[src/include/cap_pkg.sv]
/*
  Shared constants for the configuration access port link: port offsets,
  key bytes, register bank size, default register values and the host
  controller's own register map.
  Assumes both ends are compiled after this package.
*/
package cap_pkg;
  // link widths
  localparam int CAP_AW = 16;
  localparam int CAP_DW = 8;
  // configuration register bank
  localparam int CAP_NREG = 48;
  localparam logic [7:0] CAP_LAST_IDX = 8'h2f;
  localparam logic [7:0] CAP_KEY_ENTER = 8'h55;
  localparam logic [7:0] CAP_KEY_EXIT = 8'haa;
  // base address as placed by the strap
  localparam logic [15:0] CAP_BASE_STRAP0 = 16'h03f0;
  localparam logic [15:0] CAP_BASE_STRAP1 = 16'h0370;
  localparam logic [15:0] CAP_DATA_OFS = 16'h0001;
  // base address registers inside the bank
  localparam int CAP_IDX_BASE_LO = 18;
  localparam int CAP_IDX_BASE_HI = 19;
  // identification registers, read only
  localparam int CAP_IDX_DEV_ID = 13;
  localparam int CAP_IDX_DEV_REV = 14;
  localparam logic [7:0] CAP_DEV_ID = 8'h5a; // arbitrary value
  localparam logic [7:0] CAP_DEV_REV = 8'h01; // arbitrary value
  // host controller register map (byte offsets on axi4-lite)
  localparam logic [7:0] CAP_H_ADDR = 8'h00;
  localparam logic [7:0] CAP_H_WDATA = 8'h04;
  localparam logic [7:0] CAP_H_CMD = 8'h08;
  localparam logic [7:0] CAP_H_STATUS = 8'h0c;
  localparam logic [7:0] CAP_H_RDATA = 8'h10;
  localparam int CAP_CMD_WR_BIT = 0;
  localparam int CAP_CMD_RD_BIT = 1;
  localparam int CAP_ST_BUSY_BIT = 0;
  localparam int CAP_ST_DONE_BIT = 1;
  localparam int CAP_ST_NORESP_BIT = 2;
  localparam logic [7:0] CAP_NORESP_DATA = 8'hff;
  localparam int CAP_TIMEOUT = 16;
  localparam logic [1:0] CAP_RESP_OKAY = 2'b00;
  localparam logic [1:0] CAP_RESP_SLVERR = 2'b10;

  // power-up value of each configuration register
  function automatic logic [7:0] cap_default(input int idx);
    case (idx)
      0: cap_default = 8'h28;
      1: cap_default = 8'h9c;
      2: cap_default = 8'h88;
      3: cap_default = 8'h70;
      6: cap_default = 8'hff;
      12: cap_default = 8'h02;
      13: cap_default = CAP_DEV_ID;
      14: cap_default = CAP_DEV_REV;
      17: cap_default = 8'h80;
      18: cap_default = CAP_BASE_STRAP0[7:0];
      19: cap_default = CAP_BASE_STRAP0[15:8];
      23: cap_default = 8'h03;
      default: cap_default = 8'h00;
    endcase
  endfunction

  // true when a select value names an implemented register
  function automatic logic cap_sel_ok(input logic [7:0] sel);
    cap_sel_ok = (sel <= CAP_LAST_IDX);
  endfunction
endpackage

[src/include/cap_link_if.sv]
/*
  Port-cycle link between the host bus controller and the configuration
  access unit.
  Assumes both ends share one clock; the bench joins them.
*/
interface cap_link_if;
  logic [15:0] addr;
  logic [7:0] wdata;
  logic wr;
  logic rd;
  logic [7:0] rdata;
  logic ack;
  modport host (output addr, output wdata, output wr, output rd, input rdata, input ack);
  modport dev (input addr, input wdata, input wr, input rd, output rdata, output ack);
endinterface

[src/cap_host.sv]
/*
  Host end: turns commands from software (axi4-lite registers) into single
  port cycles on the link and reports the answer.
  Assumes an axi4-lite master with one write and one read in flight.
*/
// Design decision made here: the AXI4-Lite slave port.
module cap_host
  import cap_pkg::*;
#(
  parameter int TIMEOUT = CAP_TIMEOUT
)
(
  // clock and reset
  input wire logic core_clk_i,
  input wire logic rstn_i,
  // axi4-lite slave
  input wire logic [7:0] s_axi_awaddr_i,
  input wire logic s_axi_awvalid_i,
  output logic s_axi_awready_o,
  input wire logic [31:0] s_axi_wdata_i,
  input wire logic [3:0] s_axi_wstrb_i,
  input wire logic s_axi_wvalid_i,
  output logic s_axi_wready_o,
  output logic [1:0] s_axi_bresp_o,
  output logic s_axi_bvalid_o,
  input wire logic s_axi_bready_i,
  input wire logic [7:0] s_axi_araddr_i,
  input wire logic s_axi_arvalid_i,
  output logic s_axi_arready_o,
  output logic [31:0] s_axi_rdata_o,
  output logic [1:0] s_axi_rresp_o,
  output logic s_axi_rvalid_o,
  input wire logic s_axi_rready_i,
  // link to the device
  cap_link_if.host link
);

  typedef enum logic [1:0] {
    CAP_H_IDLE = 2'b01,
    CAP_H_WAIT = 2'b10
  } cap_hfsm_e;

  typedef struct packed {
    cap_hfsm_e fsm;
    logic [7:0] timer;
    logic [15:0] addr;
    logic [7:0] wdata;
    logic lwr;
    logic lrd;
    logic op_rd;
    logic [7:0] rdata;
    logic done;
    logic noresp;
    logic aw_hold;
    logic [7:0] aw_addr;
    logic w_hold;
    logic [31:0] w_data;
    logic [3:0] w_strb;
    logic bvalid;
    logic [1:0] bresp;
    logic rvalid;
    logic [31:0] r_data;
    logic [1:0] r_resp;
  } cap_host_s;

  cap_host_s q;
  cap_host_s d;
  logic [31:0] status;

  assign status = 32'({q.noresp, q.done, (q.fsm != CAP_H_IDLE)});

  // next state
  always_comb begin
    d = q;
    d.lwr = 1'b0;
    d.lrd = 1'b0;
    // axi channels
    if (s_axi_awvalid_i && !q.aw_hold) begin
      d.aw_hold = 1'b1;
      d.aw_addr = s_axi_awaddr_i;
    end
    if (s_axi_wvalid_i && !q.w_hold) begin
      d.w_hold = 1'b1;
      d.w_data = s_axi_wdata_i;
      d.w_strb = s_axi_wstrb_i;
    end
    if (q.bvalid && s_axi_bready_i) begin
      d.bvalid = 1'b0;
    end
    if (q.aw_hold && q.w_hold && !q.bvalid) begin
      d.aw_hold = 1'b0;
      d.w_hold = 1'b0;
      d.bvalid = 1'b1;
      d.bresp = CAP_RESP_OKAY;
      case (q.aw_addr)
        CAP_H_ADDR: begin
          if (q.w_strb[0]) d.addr[7:0] = q.w_data[7:0];
          if (q.w_strb[1]) d.addr[15:8] = q.w_data[15:8];
        end
        CAP_H_WDATA: begin
          if (q.w_strb[0]) d.wdata = q.w_data[7:0];
        end
        CAP_H_CMD: begin
          // a command while busy is dropped
          if ((q.fsm == CAP_H_IDLE) && q.w_strb[0] &&
              (q.w_data[CAP_CMD_WR_BIT] || q.w_data[CAP_CMD_RD_BIT])) begin
            d.lwr = q.w_data[CAP_CMD_WR_BIT];
            d.lrd = !q.w_data[CAP_CMD_WR_BIT];
            d.op_rd = !q.w_data[CAP_CMD_WR_BIT];
            d.fsm = CAP_H_WAIT;
            d.timer = 8'h00;
            d.done = 1'b0;
            d.noresp = 1'b0;
          end
        end
        CAP_H_STATUS, CAP_H_RDATA: begin
        end
        default: d.bresp = CAP_RESP_SLVERR;
      endcase
    end
    if (q.rvalid && s_axi_rready_i) begin
      d.rvalid = 1'b0;
    end
    if (s_axi_arvalid_i && !q.rvalid) begin
      d.rvalid = 1'b1;
      d.r_resp = CAP_RESP_OKAY;
      case (s_axi_araddr_i)
        CAP_H_ADDR: d.r_data = 32'(q.addr);
        CAP_H_WDATA: d.r_data = 32'(q.wdata);
        CAP_H_CMD: d.r_data = 32'h0000_0000;
        CAP_H_STATUS: d.r_data = status;
        CAP_H_RDATA: d.r_data = 32'(q.rdata);
        default: begin
          d.r_data = 32'h0000_0000;
          d.r_resp = CAP_RESP_SLVERR;
        end
      endcase
    end
    // link cycle: wait for ack or give up
    case (q.fsm)
      CAP_H_IDLE: begin
      end
      CAP_H_WAIT: begin
        if (link.ack) begin
          d.fsm = CAP_H_IDLE;
          d.done = 1'b1;
          // only a read brings data back; a write leaves RDATA as it was
          if (q.op_rd) d.rdata = link.rdata;
        end else if (q.timer == 8'(TIMEOUT - 1)) begin
          d.fsm = CAP_H_IDLE;
          d.done = 1'b1;
          d.noresp = 1'b1;
          d.rdata = CAP_NORESP_DATA;
        end else begin
          d.timer = q.timer + 8'h01;
        end
      end
      default: d.fsm = CAP_H_IDLE;
    endcase
  end

  // state register
  always_ff @(posedge core_clk_i or negedge rstn_i) begin
    if (!rstn_i) begin
      q <= '0;
      q.fsm <= CAP_H_IDLE;
    end else begin
      q <= d;
    end
  end

  // outputs
  assign s_axi_awready_o = !q.aw_hold;
  assign s_axi_wready_o = !q.w_hold;
  assign s_axi_bvalid_o = q.bvalid;
  assign s_axi_bresp_o = q.bresp;
  assign s_axi_arready_o = !q.rvalid;
  assign s_axi_rvalid_o = q.rvalid;
  assign s_axi_rdata_o = q.r_data;
  assign s_axi_rresp_o = q.r_resp;
  assign link.addr = q.addr;
  assign link.wdata = q.wdata;
  assign link.wr = q.lwr;
  assign link.rd = q.lrd;

endmodule

[src/flat_wrapper.sv]
// flat-port wrapper written by rule: the top's interface ports become plain ports
module cap_host_flat import cap_pkg::*;
#(
  parameter int TIMEOUT = CAP_TIMEOUT
)
  (core_clk_i, rstn_i, s_axi_awaddr_i, s_axi_awvalid_i, s_axi_awready_o, s_axi_wdata_i, s_axi_wstrb_i, s_axi_wvalid_i, s_axi_wready_o, s_axi_bresp_o, s_axi_bvalid_o, s_axi_bready_i, s_axi_araddr_i, s_axi_arvalid_i, s_axi_arready_o, s_axi_rdata_o, s_axi_rresp_o, s_axi_rvalid_o, s_axi_rready_i, link_addr, link_wdata, link_wr, link_rd, link_rdata, link_ack);
  cap_link_if link_i ();
  input wire logic core_clk_i;
  input wire logic rstn_i;
  input wire logic [7:0] s_axi_awaddr_i;
  input wire logic s_axi_awvalid_i;
  output logic s_axi_awready_o;
  input wire logic [31:0] s_axi_wdata_i;
  input wire logic [3:0] s_axi_wstrb_i;
  input wire logic s_axi_wvalid_i;
  output logic s_axi_wready_o;
  output logic [1:0] s_axi_bresp_o;
  output logic s_axi_bvalid_o;
  input wire logic s_axi_bready_i;
  input wire logic [7:0] s_axi_araddr_i;
  input wire logic s_axi_arvalid_i;
  output logic s_axi_arready_o;
  output logic [31:0] s_axi_rdata_o;
  output logic [1:0] s_axi_rresp_o;
  output logic s_axi_rvalid_o;
  input wire logic s_axi_rready_i;
  output wire logic [$bits(link_i.addr)-1:0] link_addr;
  output wire logic [$bits(link_i.wdata)-1:0] link_wdata;
  output wire logic [$bits(link_i.wr)-1:0] link_wr;
  output wire logic [$bits(link_i.rd)-1:0] link_rd;
  input wire logic [$bits(link_i.rdata)-1:0] link_rdata;
  input wire logic [$bits(link_i.ack)-1:0] link_ack;
  assign link_addr = link_i.addr;
  assign link_wdata = link_i.wdata;
  assign link_wr = link_i.wr;
  assign link_rd = link_i.rd;
  assign link_i.rdata = link_rdata;
  assign link_i.ack = link_ack;
  cap_host #(.TIMEOUT(TIMEOUT)) u_core (.core_clk_i(core_clk_i), .rstn_i(rstn_i), .s_axi_awaddr_i(s_axi_awaddr_i), .s_axi_awvalid_i(s_axi_awvalid_i), .s_axi_awready_o(s_axi_awready_o), .s_axi_wdata_i(s_axi_wdata_i), .s_axi_wstrb_i(s_axi_wstrb_i), .s_axi_wvalid_i(s_axi_wvalid_i), .s_axi_wready_o(s_axi_wready_o), .s_axi_bresp_o(s_axi_bresp_o), .s_axi_bvalid_o(s_axi_bvalid_o), .s_axi_bready_i(s_axi_bready_i), .s_axi_araddr_i(s_axi_araddr_i), .s_axi_arvalid_i(s_axi_arvalid_i), .s_axi_arready_o(s_axi_arready_o), .s_axi_rdata_o(s_axi_rdata_o), .s_axi_rresp_o(s_axi_rresp_o), .s_axi_rvalid_o(s_axi_rvalid_o), .s_axi_rready_i(s_axi_rready_i), .link(link_i));
endmodule
[config.mk]
export PLATFORM = sky130hd
export DESIGN_NAME = cap_host_flat
export DESIGN_NICKNAME = d
export VERILOG_FILES = /design/src/include/cap_pkg.sv /design/src/include/cap_link_if.sv /design/src/cap_host.sv /design/src/flat_wrapper.sv
export SDC_FILE = /design/constraint.sdc
export NUM_CORES = 1
export LEC_CHECK = 0
export ABC_AREA = 1
export ABC_CLOCK_PERIOD_IN_PS = 4000
export BUFFER_PORTS_ARGS = -buffer_cell sky130_fd_sc_hd__buf_4
export CAP_MARGIN = 25
export CELL_PAD_IN_SITES_DETAIL_PLACEMENT = 1
export CELL_PAD_IN_SITES_GLOBAL_PLACEMENT = 1
export CORE_MARGIN = 5
export CORE_UTILIZATION = 35
export DETAILED_ROUTE_END_ITERATION = 8
export PLACE_DENSITY = 0.82
export SYNTH_ARGS = -nofsm -noshare
export SYNTH_HDL_FRONTEND = slang
export SYNTH_SLANG_ARGS = --single-unit
[constraint.sdc]
create_clock -name core_clk_i -period 4 [get_ports core_clk_i]
set_input_delay 0.2 -clock core_clk_i [delete_from_list [all_inputs] [get_ports core_clk_i]]
set_output_delay 0.2 -clock core_clk_i [all_outputs]
set_load 0.02 [all_outputs]
After elaboration in Yosys (flattened, before gate mapping) --
Index checks and enable logic that the tools add are counted.
Word-level totals: flip-flop bits (word level) 131, bits of input ports 68, logic and storage cells 98
Operators by class: muxes and demuxes 34, reductions and logical operators 29, eq/ne operators 13, $add $sub $neg 1
Operators with widths (number):
- $mux W37 | 2
- $mux W8 | 8
- $pmux W16 S4 | 1
- $eq A8 B4 Y1 const B | 5
- $mux W35 | 1
- $mux W10 | 3
- $mux W9 | 2
- $eq A8 B3 Y1 const B | 2
- $eq A8 B5 Y1 const B | 2
- $logic_not A8 Y1 | 2
- $mux W16 | 1
- $reduce_and A3 Y1 | 5
- $mux W2 | 7
- $mux W3 | 4
- $reduce_bool A2 Y1 | 5
- $reduce_or A5 Y1 | 2
- $logic_and A1 B1 Y1 | 9
- $add A8 B1 Y8 const B | 1
- $logic_not A1 Y1 | 5
- $mux W1 | 4
- $ne A2 B1 Y1 const B | 2
- $pmux W2 S2 | 1
- $eq A2 B1 Y1 const B | 1
- $eq A2 B2 Y1 const B | 1
- $logic_or A1 B1 Y1 | 1

Depth between registers and ports, before layout --
Gate-level depths: netlist of run 1.
depth after elaboration 9, mapped depth 11, depth with buffers taken out 10

Least setup slack after synthesis of run 1 --
OpenSTA, ideal clock, no wires.
kind flip-flop to flip-flop, start register u_core.q[129] (netlist name), end register u_core.q[121] (netlist name), arrival 1.329 ns, setup time 0.127 ns, setup slack 2.544 ns, required time 3.873 ns, path buffers 1, clock period less this slack 1.456 ns, stages on the path, launching flop included 8, cell sequence dfstp_2 ha_1 nand3_1 nor2_1 nand3_1 buf_2 nand3_1 o21ai_0
RTL lines:
- start, declared | line cap_host.sv:66 | cap_host_s q;

==> run summary, run 1 <==
Status: completed
Leakage power: 2.98 nW
Final Setup Violations: 0
Htree depth: 3
Power Density: 548 nW/um^2
Library cells used by synthesis: 33
Power Total: 3.06 mW
Row cnt: 42
Layout net count: 678
Type of the worst min-delay path: in -> reg
Peak VDD IR: 248 uV
Layout area overhead: 16.7%
GRT overflow: 0
CTS tree: done
Largest cells by area after synthesis: dfrtp_1, nand2_1, buf_4
Max clock buf depth: 2
Layout Cells excl Fill: 788
Cells after synthesis: 553
Port bufs: 98
Clock sink total: 95
Crit path required time: 4220 ps
Number of buffers created by CTS: 9
Synth area leader: dfrtp_1
First-pass GRT wire length: 19.7 mm
Clk slew on worst S/H paths: 60 ps
Vias: 3,632
Hold_ws: 49.9 ps
Max-slew headroom: 52.4%
Initial DRC Count: 146
Final hold vios: 0
EDFF count, synth: 0
Share of the synthesized area in the top cell type: 49.2%
Initial antenna violation count: 0
Vias in the first global route: 3,899
Antenna-violating nets left: 0
Critical Path AT: 2120 ps
Die H: 127 um
Reg area: 2380 um^2
Multi-input gate area: 1750 um^2
Sequential-to-total area share from yosys stat: 49.7%
Slew Viols, Final: 0
Core Region: 13,300 um^2
Ys flop type: dfrtp_1
Crit Path Class: reg -> reg
First-pass DRT Iterations: 4
Unrepaired setup endpoints after global routing: false
HPWL Detailed: 9.38 mm
Vias per cell: 4.61
Total routed wirelength: 12.1 mm
Share of cells above drive strength 1: 25.8%
Die width: 127 um
Setup TNS: 0 ps
Worst-margin pin slew: 714 ps
Fillers: 1,625
Worst skew pair latency: 340 ps
Crit. End Element: flop
Max cap viols: 0
Cells after DPL: 771
Largest net degree at the start of global routing: 59
Netlist Area Pre-Place: 4780 um^2
Die area: 16,100 um^2
Share of flip-flops with an asynchronous set or reset: 100%
Max Fclk: 525 MHz
GP Congestion: 0.766
Root Buffer: clkbuf_16
Final Cycle Share: 47.6%
Post-Syn Area per Cell: 8.65 um^2
Worst setup SP type: flop
CP max FO: 11
Number of diodes: 0
Yosys Warn Count: 0
FF+latch count, synth: 95
Clock Skews: 7.58 ps
Final min period: 1900 ps
Post-layout util: 41.8%
Wirelength per Cell: 15.3 um
Num ports: 135
Initial core utilization: 35.8%
Gr usage total: 15.2%
Drt drc: 0
## state kept, by name (all words and copies together), names as in the netlist
signal                 flops
u_core.link.wr             1
u_core.s_axi_bvalid_o      1
u_core.s_axi_rdata_o      16
u_core.s_axi_bresp_o       1
u_core.link.wdata          8
u_core.s_axi_rresp_o       1
u_core.link.rd             1
u_core.q                  49
u_core.s_axi_rvalid_o      1
u_core.link.addr          16
## cells in the mapped netlist, types with 4 or more instances
library cell / number
a21oi_1: 19
buf_2: 8
buf_4: 63
dfrtp_1: 94
inv_1: 45
mux2_2: 8
nand2_1: 142
nand3_1: 57
nor2_1: 44
nor2_2: 4
o21ai_0: 15
o21ai_2: 20
## layout by cell type, fill, tap and decap left out, types with 2 or more instances in the layout
master,count
clkbuf_16,9
nand2_2,2
conb_1,18
nor2_2,4
buf_4,99
o21ai_2,20
mux2_2,8
dfrtp_1,94
nor3_1,2
xor2_1,2
nor2_4,3
clkbuf_1,2
nand2_1,142
o21ai_0,15
nor2_1,44
inv_1,45
ha_1,3
a21oi_1,19
nand3_1,57
nand3_2,3
nand4_1,2
nand3b_1,2
## power by group
part	internal [mW]	switching (mW)
Combinational	0.338	0.540
Sequential	1.20	0.171
Clock	0.442	0.370
## per-layer routing
metal,share of wire [%],track usage [%],wire [um]
met5,0,0,0
met4,1.6,5.68,190
met3,5.6,3.87,677
met2,51,26.3,6190
met1,42,18.1,5040
## final cells by class
class / count / share of cell area, %
flip-flops and latches: 95 / 42.6
repair buffers: 101 / 14.0
multi-input cells: 353 / 31.4
clock inverters: 4 / 0.538
inverters: 47 / 3.16
well taps: 176 / 3.94
clock buffers: 12 / 4.42
## logic make-up (layout without fill, tap and decap cells)
logic type | count (synthesis) | after routing | synth area share [%]
AND/OR/NAND/NOR | 264 | 264 | 24.3
buffers and inverters | 122 | 164 | 15.0
flip-flops | 95 | 95 | 49.7
AO/OA/AOI/OAI | 57 | 57 | 7.69
multiplexers | 8 | 8 | 1.88
adder cells (fa/ha/maj) | 3 | 3 | 0.785
XOR/XNOR | 3 | 3 | 0.549
other | 1 | 18 | 0.0784
## worst max-delay path, cell delays in order (launching register included)
cell and delay [ps]:
dfstp_2 560, ha_1 240, nand3_1 100, nor2_1 180, nand3_1 390, nand2_1 210
o21ai_0 100
## path summary, 6_finish.rpt
check / depth (start not counted) / to / start / slack (ps)
worst max-delay path: 6 / u_core.q[126] / u_core.q[129] / 2100
worst max register to register: 6 / u_core.q[126] / u_core.q[129] / 2100
worst min register to register: 2 / u_core.q[90] / u_core.q[90] / 490
worst min-delay path: 2 / u_core.s_axi_bvalid_o / s_axi_bready_i / 50
max in group asynchronous: 3 / u_core.q[129] / rstn_i / 2550
min in group asynchronous: 2 / u_core.s_axi_rdata_o[12] / rstn_i / 460
## metrics by stage
stage | setup WS, ps | cell area (um^2)
global route | 1880 | 5580
detailed placement | 2100 | 5300
finish | 2100 | 5580
CTS | 2090 | 5580
global placement | 2140 | 5270
floorplan | 2540 | 4850
## what timing repair did
action | in CTS | in global routing
gates resized for setup | 0 | 0
endpoints found under the hold margin | 57 | 0
setup buffers | 0 | 0
hold buffers | 1 | 0
No activity file was read; power rests on OpenSTA's default activity.
==> run 2: changes to the inputs <==
Settings changed: ABC_AREA 1 to 0, ABC_CLOCK_PERIOD_IN_PS 4000 to 1500, PLACE_DENSITY 0.82 to 0.81.
Clock period 4 ns to 1.5 ns, I/O delays scaled along.
==> run 2 against run 1 <==
Against the previous run: the run now ends with setup timing left; worst setup slack worse by 2400 ps; hold slack better by 3.5 ps; synthesized cell count down 30%; register-to-register slack lost 2400 ps; clock power rose to 3.1 times the previous value; largest cell class unchanged; largest power group unchanged.
==> run summary, run 2 <==
Power Density: 1340 nW/um^2
Port bufs: 98
Sequential-to-total area share from yosys stat: 50.9%
GRT overflow: 0
HPWL Detailed: 9.44 mm
Type of the worst min-delay path: in -> reg
Synth area leader: dfrtp_1
Crit path cell chain: nor4_4 -> buf_4 -> nand4_4 -> nor3_4 -> buf_12 -> mux2_4
EDFF count, synth: 0
Worst Slack Setup Final: -283 ps
Final min period: 1780 ps
Initial core utilization: 35.4%
Critical Path AT: 2000 ps
Final hold vios: 0
Final Setup Violations: 47
Max reg flops: 49
Library cells used by synthesis: 57
Violated checks: setup timing
Post-place setup slack: -301 ps
Total routed wirelength: 13.2 mm
Max clock buf depth: 2
Share of flip-flops with an asynchronous set or reset: 100%
Initial DRC Count: 136
Row cnt: 42
Crit-path max cell delay: 410 ps
Yosys Warn Count: 0
First-pass DRT Iterations: 4
Clock sink total: 95
Clock Skews: 7.28 ps
Worst setup SP type: flop
Post-Syn Area per Cell: 12.1 um^2
Gr usage total: 17.0%
Top reg by flops: u_core.q
Die width: 126 um
Crit. End Element: flop
Max Fclk: 561 MHz
Worst setup path start: u_core.q[75]
Netlist Area Pre-Place: 4670 um^2
Share of the synthesized area in the top cell type: 50.3%
Wirelength per Cell: 18.7 um
Drt drc: 0
Top-count cell post-synth: dfrtp_1
Num ports: 135
Crit path required time: 1720 ps
GP Congestion: 0.794
Status: complete, but fails checks
Htree depth: 3
Most common cell after layout, fill and taps aside: buf_4
CP max FO: 8
Layout net count: 597
Most frequent cells in the layout: buf_4, dfrtp_1, dlygate4sd3_1
Number of buffers created by CTS: 9
Origin of the critical flop-to-flop path: u_core.q[75]
Die H: 126 um
Antenna-violating nets left: 0
HP Start: s_axi_araddr_i[6]
Post-layout util: 49.2%
Final Cycle Share: 119%
Post-synth top cells: dfrtp_1, buf_4, mux2_2
Share of cells above drive strength 1: 46.5%
Crit Path Class: reg -> reg
Largest cells by area after synthesis: dfrtp_1, buf_4, mux2_2
Post-DP Area: 5640 um^2
Slew Viols, Final: 0
Vias: 3,444
Die area: 15,800 um^2
Peak VDD IR: 624 uV
CTS tree: done
Setup TNS: -9110 ps
Leakage power: 3.04 nW
Fin area: 6490 um^2
First-pass GRT wire length: 21.3 mm
Root Buffer: clkbuf_16
Vias per cell: 4.87
CP max-delay cell: dfrtp_1
Largest net degree at the start of global routing: 30
Clk slew on worst S/H paths: 70 ps
Number of diodes: 0
Unrepaired setup endpoints after global routing: true
Layout area overhead: 38.9%
Initial antenna violation count: 0
Cells after synthesis: 386
FF+latch count, synth: 95
Worst skew pair latency: 340 ps
Ys flop type: dfrtp_1
Core Region: 13,200 um^2
Vias in the first global route: 3,832
Max cap viols: 0
[run 2: area by class of cell]
cell class                      instances  area (um^2)
Clock buffer                           10          229
Clock inverter                          6         92.6
Fill cell                            1373         6700
Inverter                               11         41.3
Multi-Input combinational cell        225         1940
Sequential cell                        95         2380
Tap cell                              176          220
Timing Repair Buffer                  184         1580
[run 2: worst paths after layout]
path	slack (ps)	to	cells after the start
worst max register to register	-280	u_core.link.wdata[7]	6
max in group asynchronous	740	u_core.q[128]	3
worst min register to register	500	u_core.s_axi_rresp_o[1]	2
worst min-delay path	50	u_core.s_axi_rresp_o[1]	3
min in group asynchronous	170	u_core.q[74]	2
worst max-delay path	-280	u_core.link.wdata[7]	6
[run 2: stage by stage]
stage | power (mW) | hold WS, ps | std cells
floorplan | 5.09 | -221 | 403
global placement | 5.84 | -15.8 | 650
detailed placement | 6.01 | -4.57 | 650
CTS | 8.73 | 44.2 | 707
global route | 9.12 | 62.2 | 707
finish | 8.67 | 53.4 | 707
[run 2: what timing repair did]
| item | in CTS | in global routing |
|---|---|---|
| endpoints found under the setup margin | 47 | 47 |
| pin swaps | 13 | 3 |
| buffers inserted | 2 | 1 |
| resized for setup | 29 | 8 |
| hold endpoints to repair | 113 | 0 |
| hold buffers | 39 | 0 |
[run 2: cells by family after synthesis]
kind of cell | share of synthesized area [%]
and+or+nand+nor | 10.7
DFF | 50.9
buffers and inverters | 12.0
AOI/OAI and AO/OA | 10.7
adders and majority gates | 0.804
muxes | 14.8
other | 0.0803
[run 2: where the power goes]
| group | switching, mW | internal [mW] |
|---|---|---|
| clock | 1.03 | 1.47 |
| combinational | 1.19 | 1.33 |
| sequential | 0.501 | 3.15 |
| total | 2.72 | 5.95 |
[run 2: layer usage]
metal / global-route usage (%) / part of all wire [%] / up-vias
met5: 0 / 0 / -
met4: 5.93 / 2.0 / 0
met3: 3.37 / 4.6 / 19
met2: 31.0 / 54 / 81
met1: 19.8 / 39 / 1765
li1: - / - / 1579
[run 2: worst max-delay path, delay by kind of cell, from the launching register on]
family | cells | cell delay, ps
and+or+nand+nor | 3 | 600
buffers and inverters | 2 | 350
DFF | 1 | 410
muxes | 1 | 300
==> run 3: changes to the inputs <==
Settings changed: ABC_CLOCK_PERIOD_IN_PS 1500 to 1900, CORE_UTILIZATION 35 to 41, MAX_ROUTING_LAYER set to met4, PLACE_DENSITY 0.81 to 0.89.
Clock period 1.5 ns to 1.9 ns, I/O delays scaled along.
==> run 3 against run 2 <==
Against the previous run: critical path depth unchanged; flip-flop and latch count did not move; largest power group unchanged; worst setup slack improved by 370 ps; the run now ends clean; cell area is 7.1% lower; global-route usage grew 2.2 points; clock skew shrank 1.5 ps; count of clock-buffer cells in the layout grew 1; wire length fell by 5.7%; non-clock buffer count down 31.
==> run summary, run 3 (synthesized netlist as in run 2, its figures left out) <==
Peak VDD IR: 630 uV
Most frequent cells in the layout: buf_4, dfrtp_1, dlygate4sd3_1
Vias per cell: 5.07
Layout area overhead: 29.0%
First-pass DRT Iterations: 4
Vias in the first global route: 3,599
Critical Path AT: 2030 ps
Leakage power: 2.84 nW
Crit. End Element: flop
Antenna-violating nets left: 0
Max clock buf depth: 2
Most common cell after layout, fill and taps aside: buf_4
Max cap viols: 0
CP max FO: 8
Crit path required time: 2120 ps
Core Region: 11,300 um^2
Num ports: 135
GRT overflow: 0
Layout Cells excl Fill: 643
Clock sink total: 95
Die width: 117 um
Crit Path Class: reg -> reg
Clk slew on worst S/H paths: 60 ps
Top reg by flops: u_core.q
Initial antenna violation count: 0
Initial DRC Count: 100
Clock Skews: 5.79 ps
Gr usage total: 19.2%
Number of diodes: 0
Max Fclk: 553 MHz
Post-layout util: 53.4%
Worst-margin pin slew: 598 ps
Final min period: 1810 ps
Total routed wirelength: 12.5 mm
Drt drc: 0
HPWL Detailed: 8.65 mm
Largest net degree at the start of global routing: 46
Max reg flops: 49
Type of the worst min-delay path: in -> reg
Power Density: 1090 nW/um^2
First-pass GRT wire length: 19.4 mm
GP Congestion: 0.818
Final hold vios: 0
Root Buffer: clkbuf_16
Wirelength per Cell: 19.4 um
Status: completed
Max-slew headroom: 60.0%
Vias: 3,262
Slew Viols, Final: 0
Worst skew pair latency: 340 ps
Row cnt: 39
Fillers: 1,168
Final Cycle Share: 95.2%
Number of buffers created by CTS: 9
Cells after DPL: 587
Initial core utilization: 41.4%
Die area: 13,600 um^2
CTS tree: done
Unrepaired setup endpoints after global routing: false
Layout net count: 566
Share of cells above drive strength 1: 38.8%
Die H: 117 um
Port bufs: 98
Final Setup Violations: 0
Htree depth: 3
Worst setup SP type: flop
Setup TNS: 0 ps
## run 3: cell count changes in the layout (fill, tap and decap cells not counted), sizes merged
cell and change:
clkinvlp -1, buf -31, clkbuf +1, clkinv +2
inv -2
## run 3: worst max-delay path, stage by stage, from the launching register on
cell	delay (ps)
dfrtp_1	410
nor4_4	280
buf_4	180
nand4_4	150
nor3_4	180
buf_12	170
mux2_4	310
## run 3: routing by layer
layer	routed length (um)	vias up	part of all wire, %	track usage (%)
li1	-	1514	-	-
met1	4940	1646	40	22.5
met2	6730	84	54	33.5
met3	565	18	4.5	3.37
met4	221	0	1.8	6.27
met5	0	-	0	-
## run 3: stage by stage
stage | power [mW] | area, um^2 | worst slack [ps] | hold slack, ps
after CTS | 6.58 | 6000 | 63.6 | 4.85
after detailed placement | 4.54 | 5300 | 76.0 | 129
after global routing | 6.88 | 6020 | 0.994 | 127
after global placement | 4.41 | 5300 | 127 | 117
final | 6.55 | 6020 | 90.6 | 78.9
after floorplan | 3.98 | 4740 | 97.5 | -201
## run 3: worst paths after layout
path                              startpoint                 endpoint  slack (ps)  depth (start not counted)
setup / recovery                u_core.q[81]      u_core.link.addr[7]          90                          6
min in group asynchronous             rstn_i     u_core.link.addr[10]         290                          2
hold / removal             s_axi_araddr_i[6]  u_core.s_axi_rresp_o[1]          80                          3
setup reg to reg                u_core.q[81]      u_core.link.addr[7]          90                          6
max in group asynchronous             rstn_i             u_core.q[90]         980                          3
hold reg to reg                 u_core.q[90]             u_core.q[90]         490                          1
## run 3: timing repair
action	in CTS	in global routing
endpoints found under the hold margin	75	1
setup buffers	0	1
hold buffers	38	1
gates resized for setup	0	2
endpoints found under the setup margin	0	22
## run 3: layout make-up
class                      instances  area [um^2]  share of cell area [%]
clock buffer                      11          243                    4.03
tap                              143          179                    2.97
multi-input combinational        225         1810                    30.0
timing repair buffer             153         1300                    21.5
sequential                        95         2380                    39.5
inverter                          11         41.3                   0.685
clock inverter                     5         81.3                    1.35
## run 3: power by group
group          internal, mW  switching [mW]  total [mW]
registers              2.49           0.466        2.95
logic                 0.859           0.778        1.64
clock network          1.19           0.773        1.96
total                  4.54            2.02        6.55
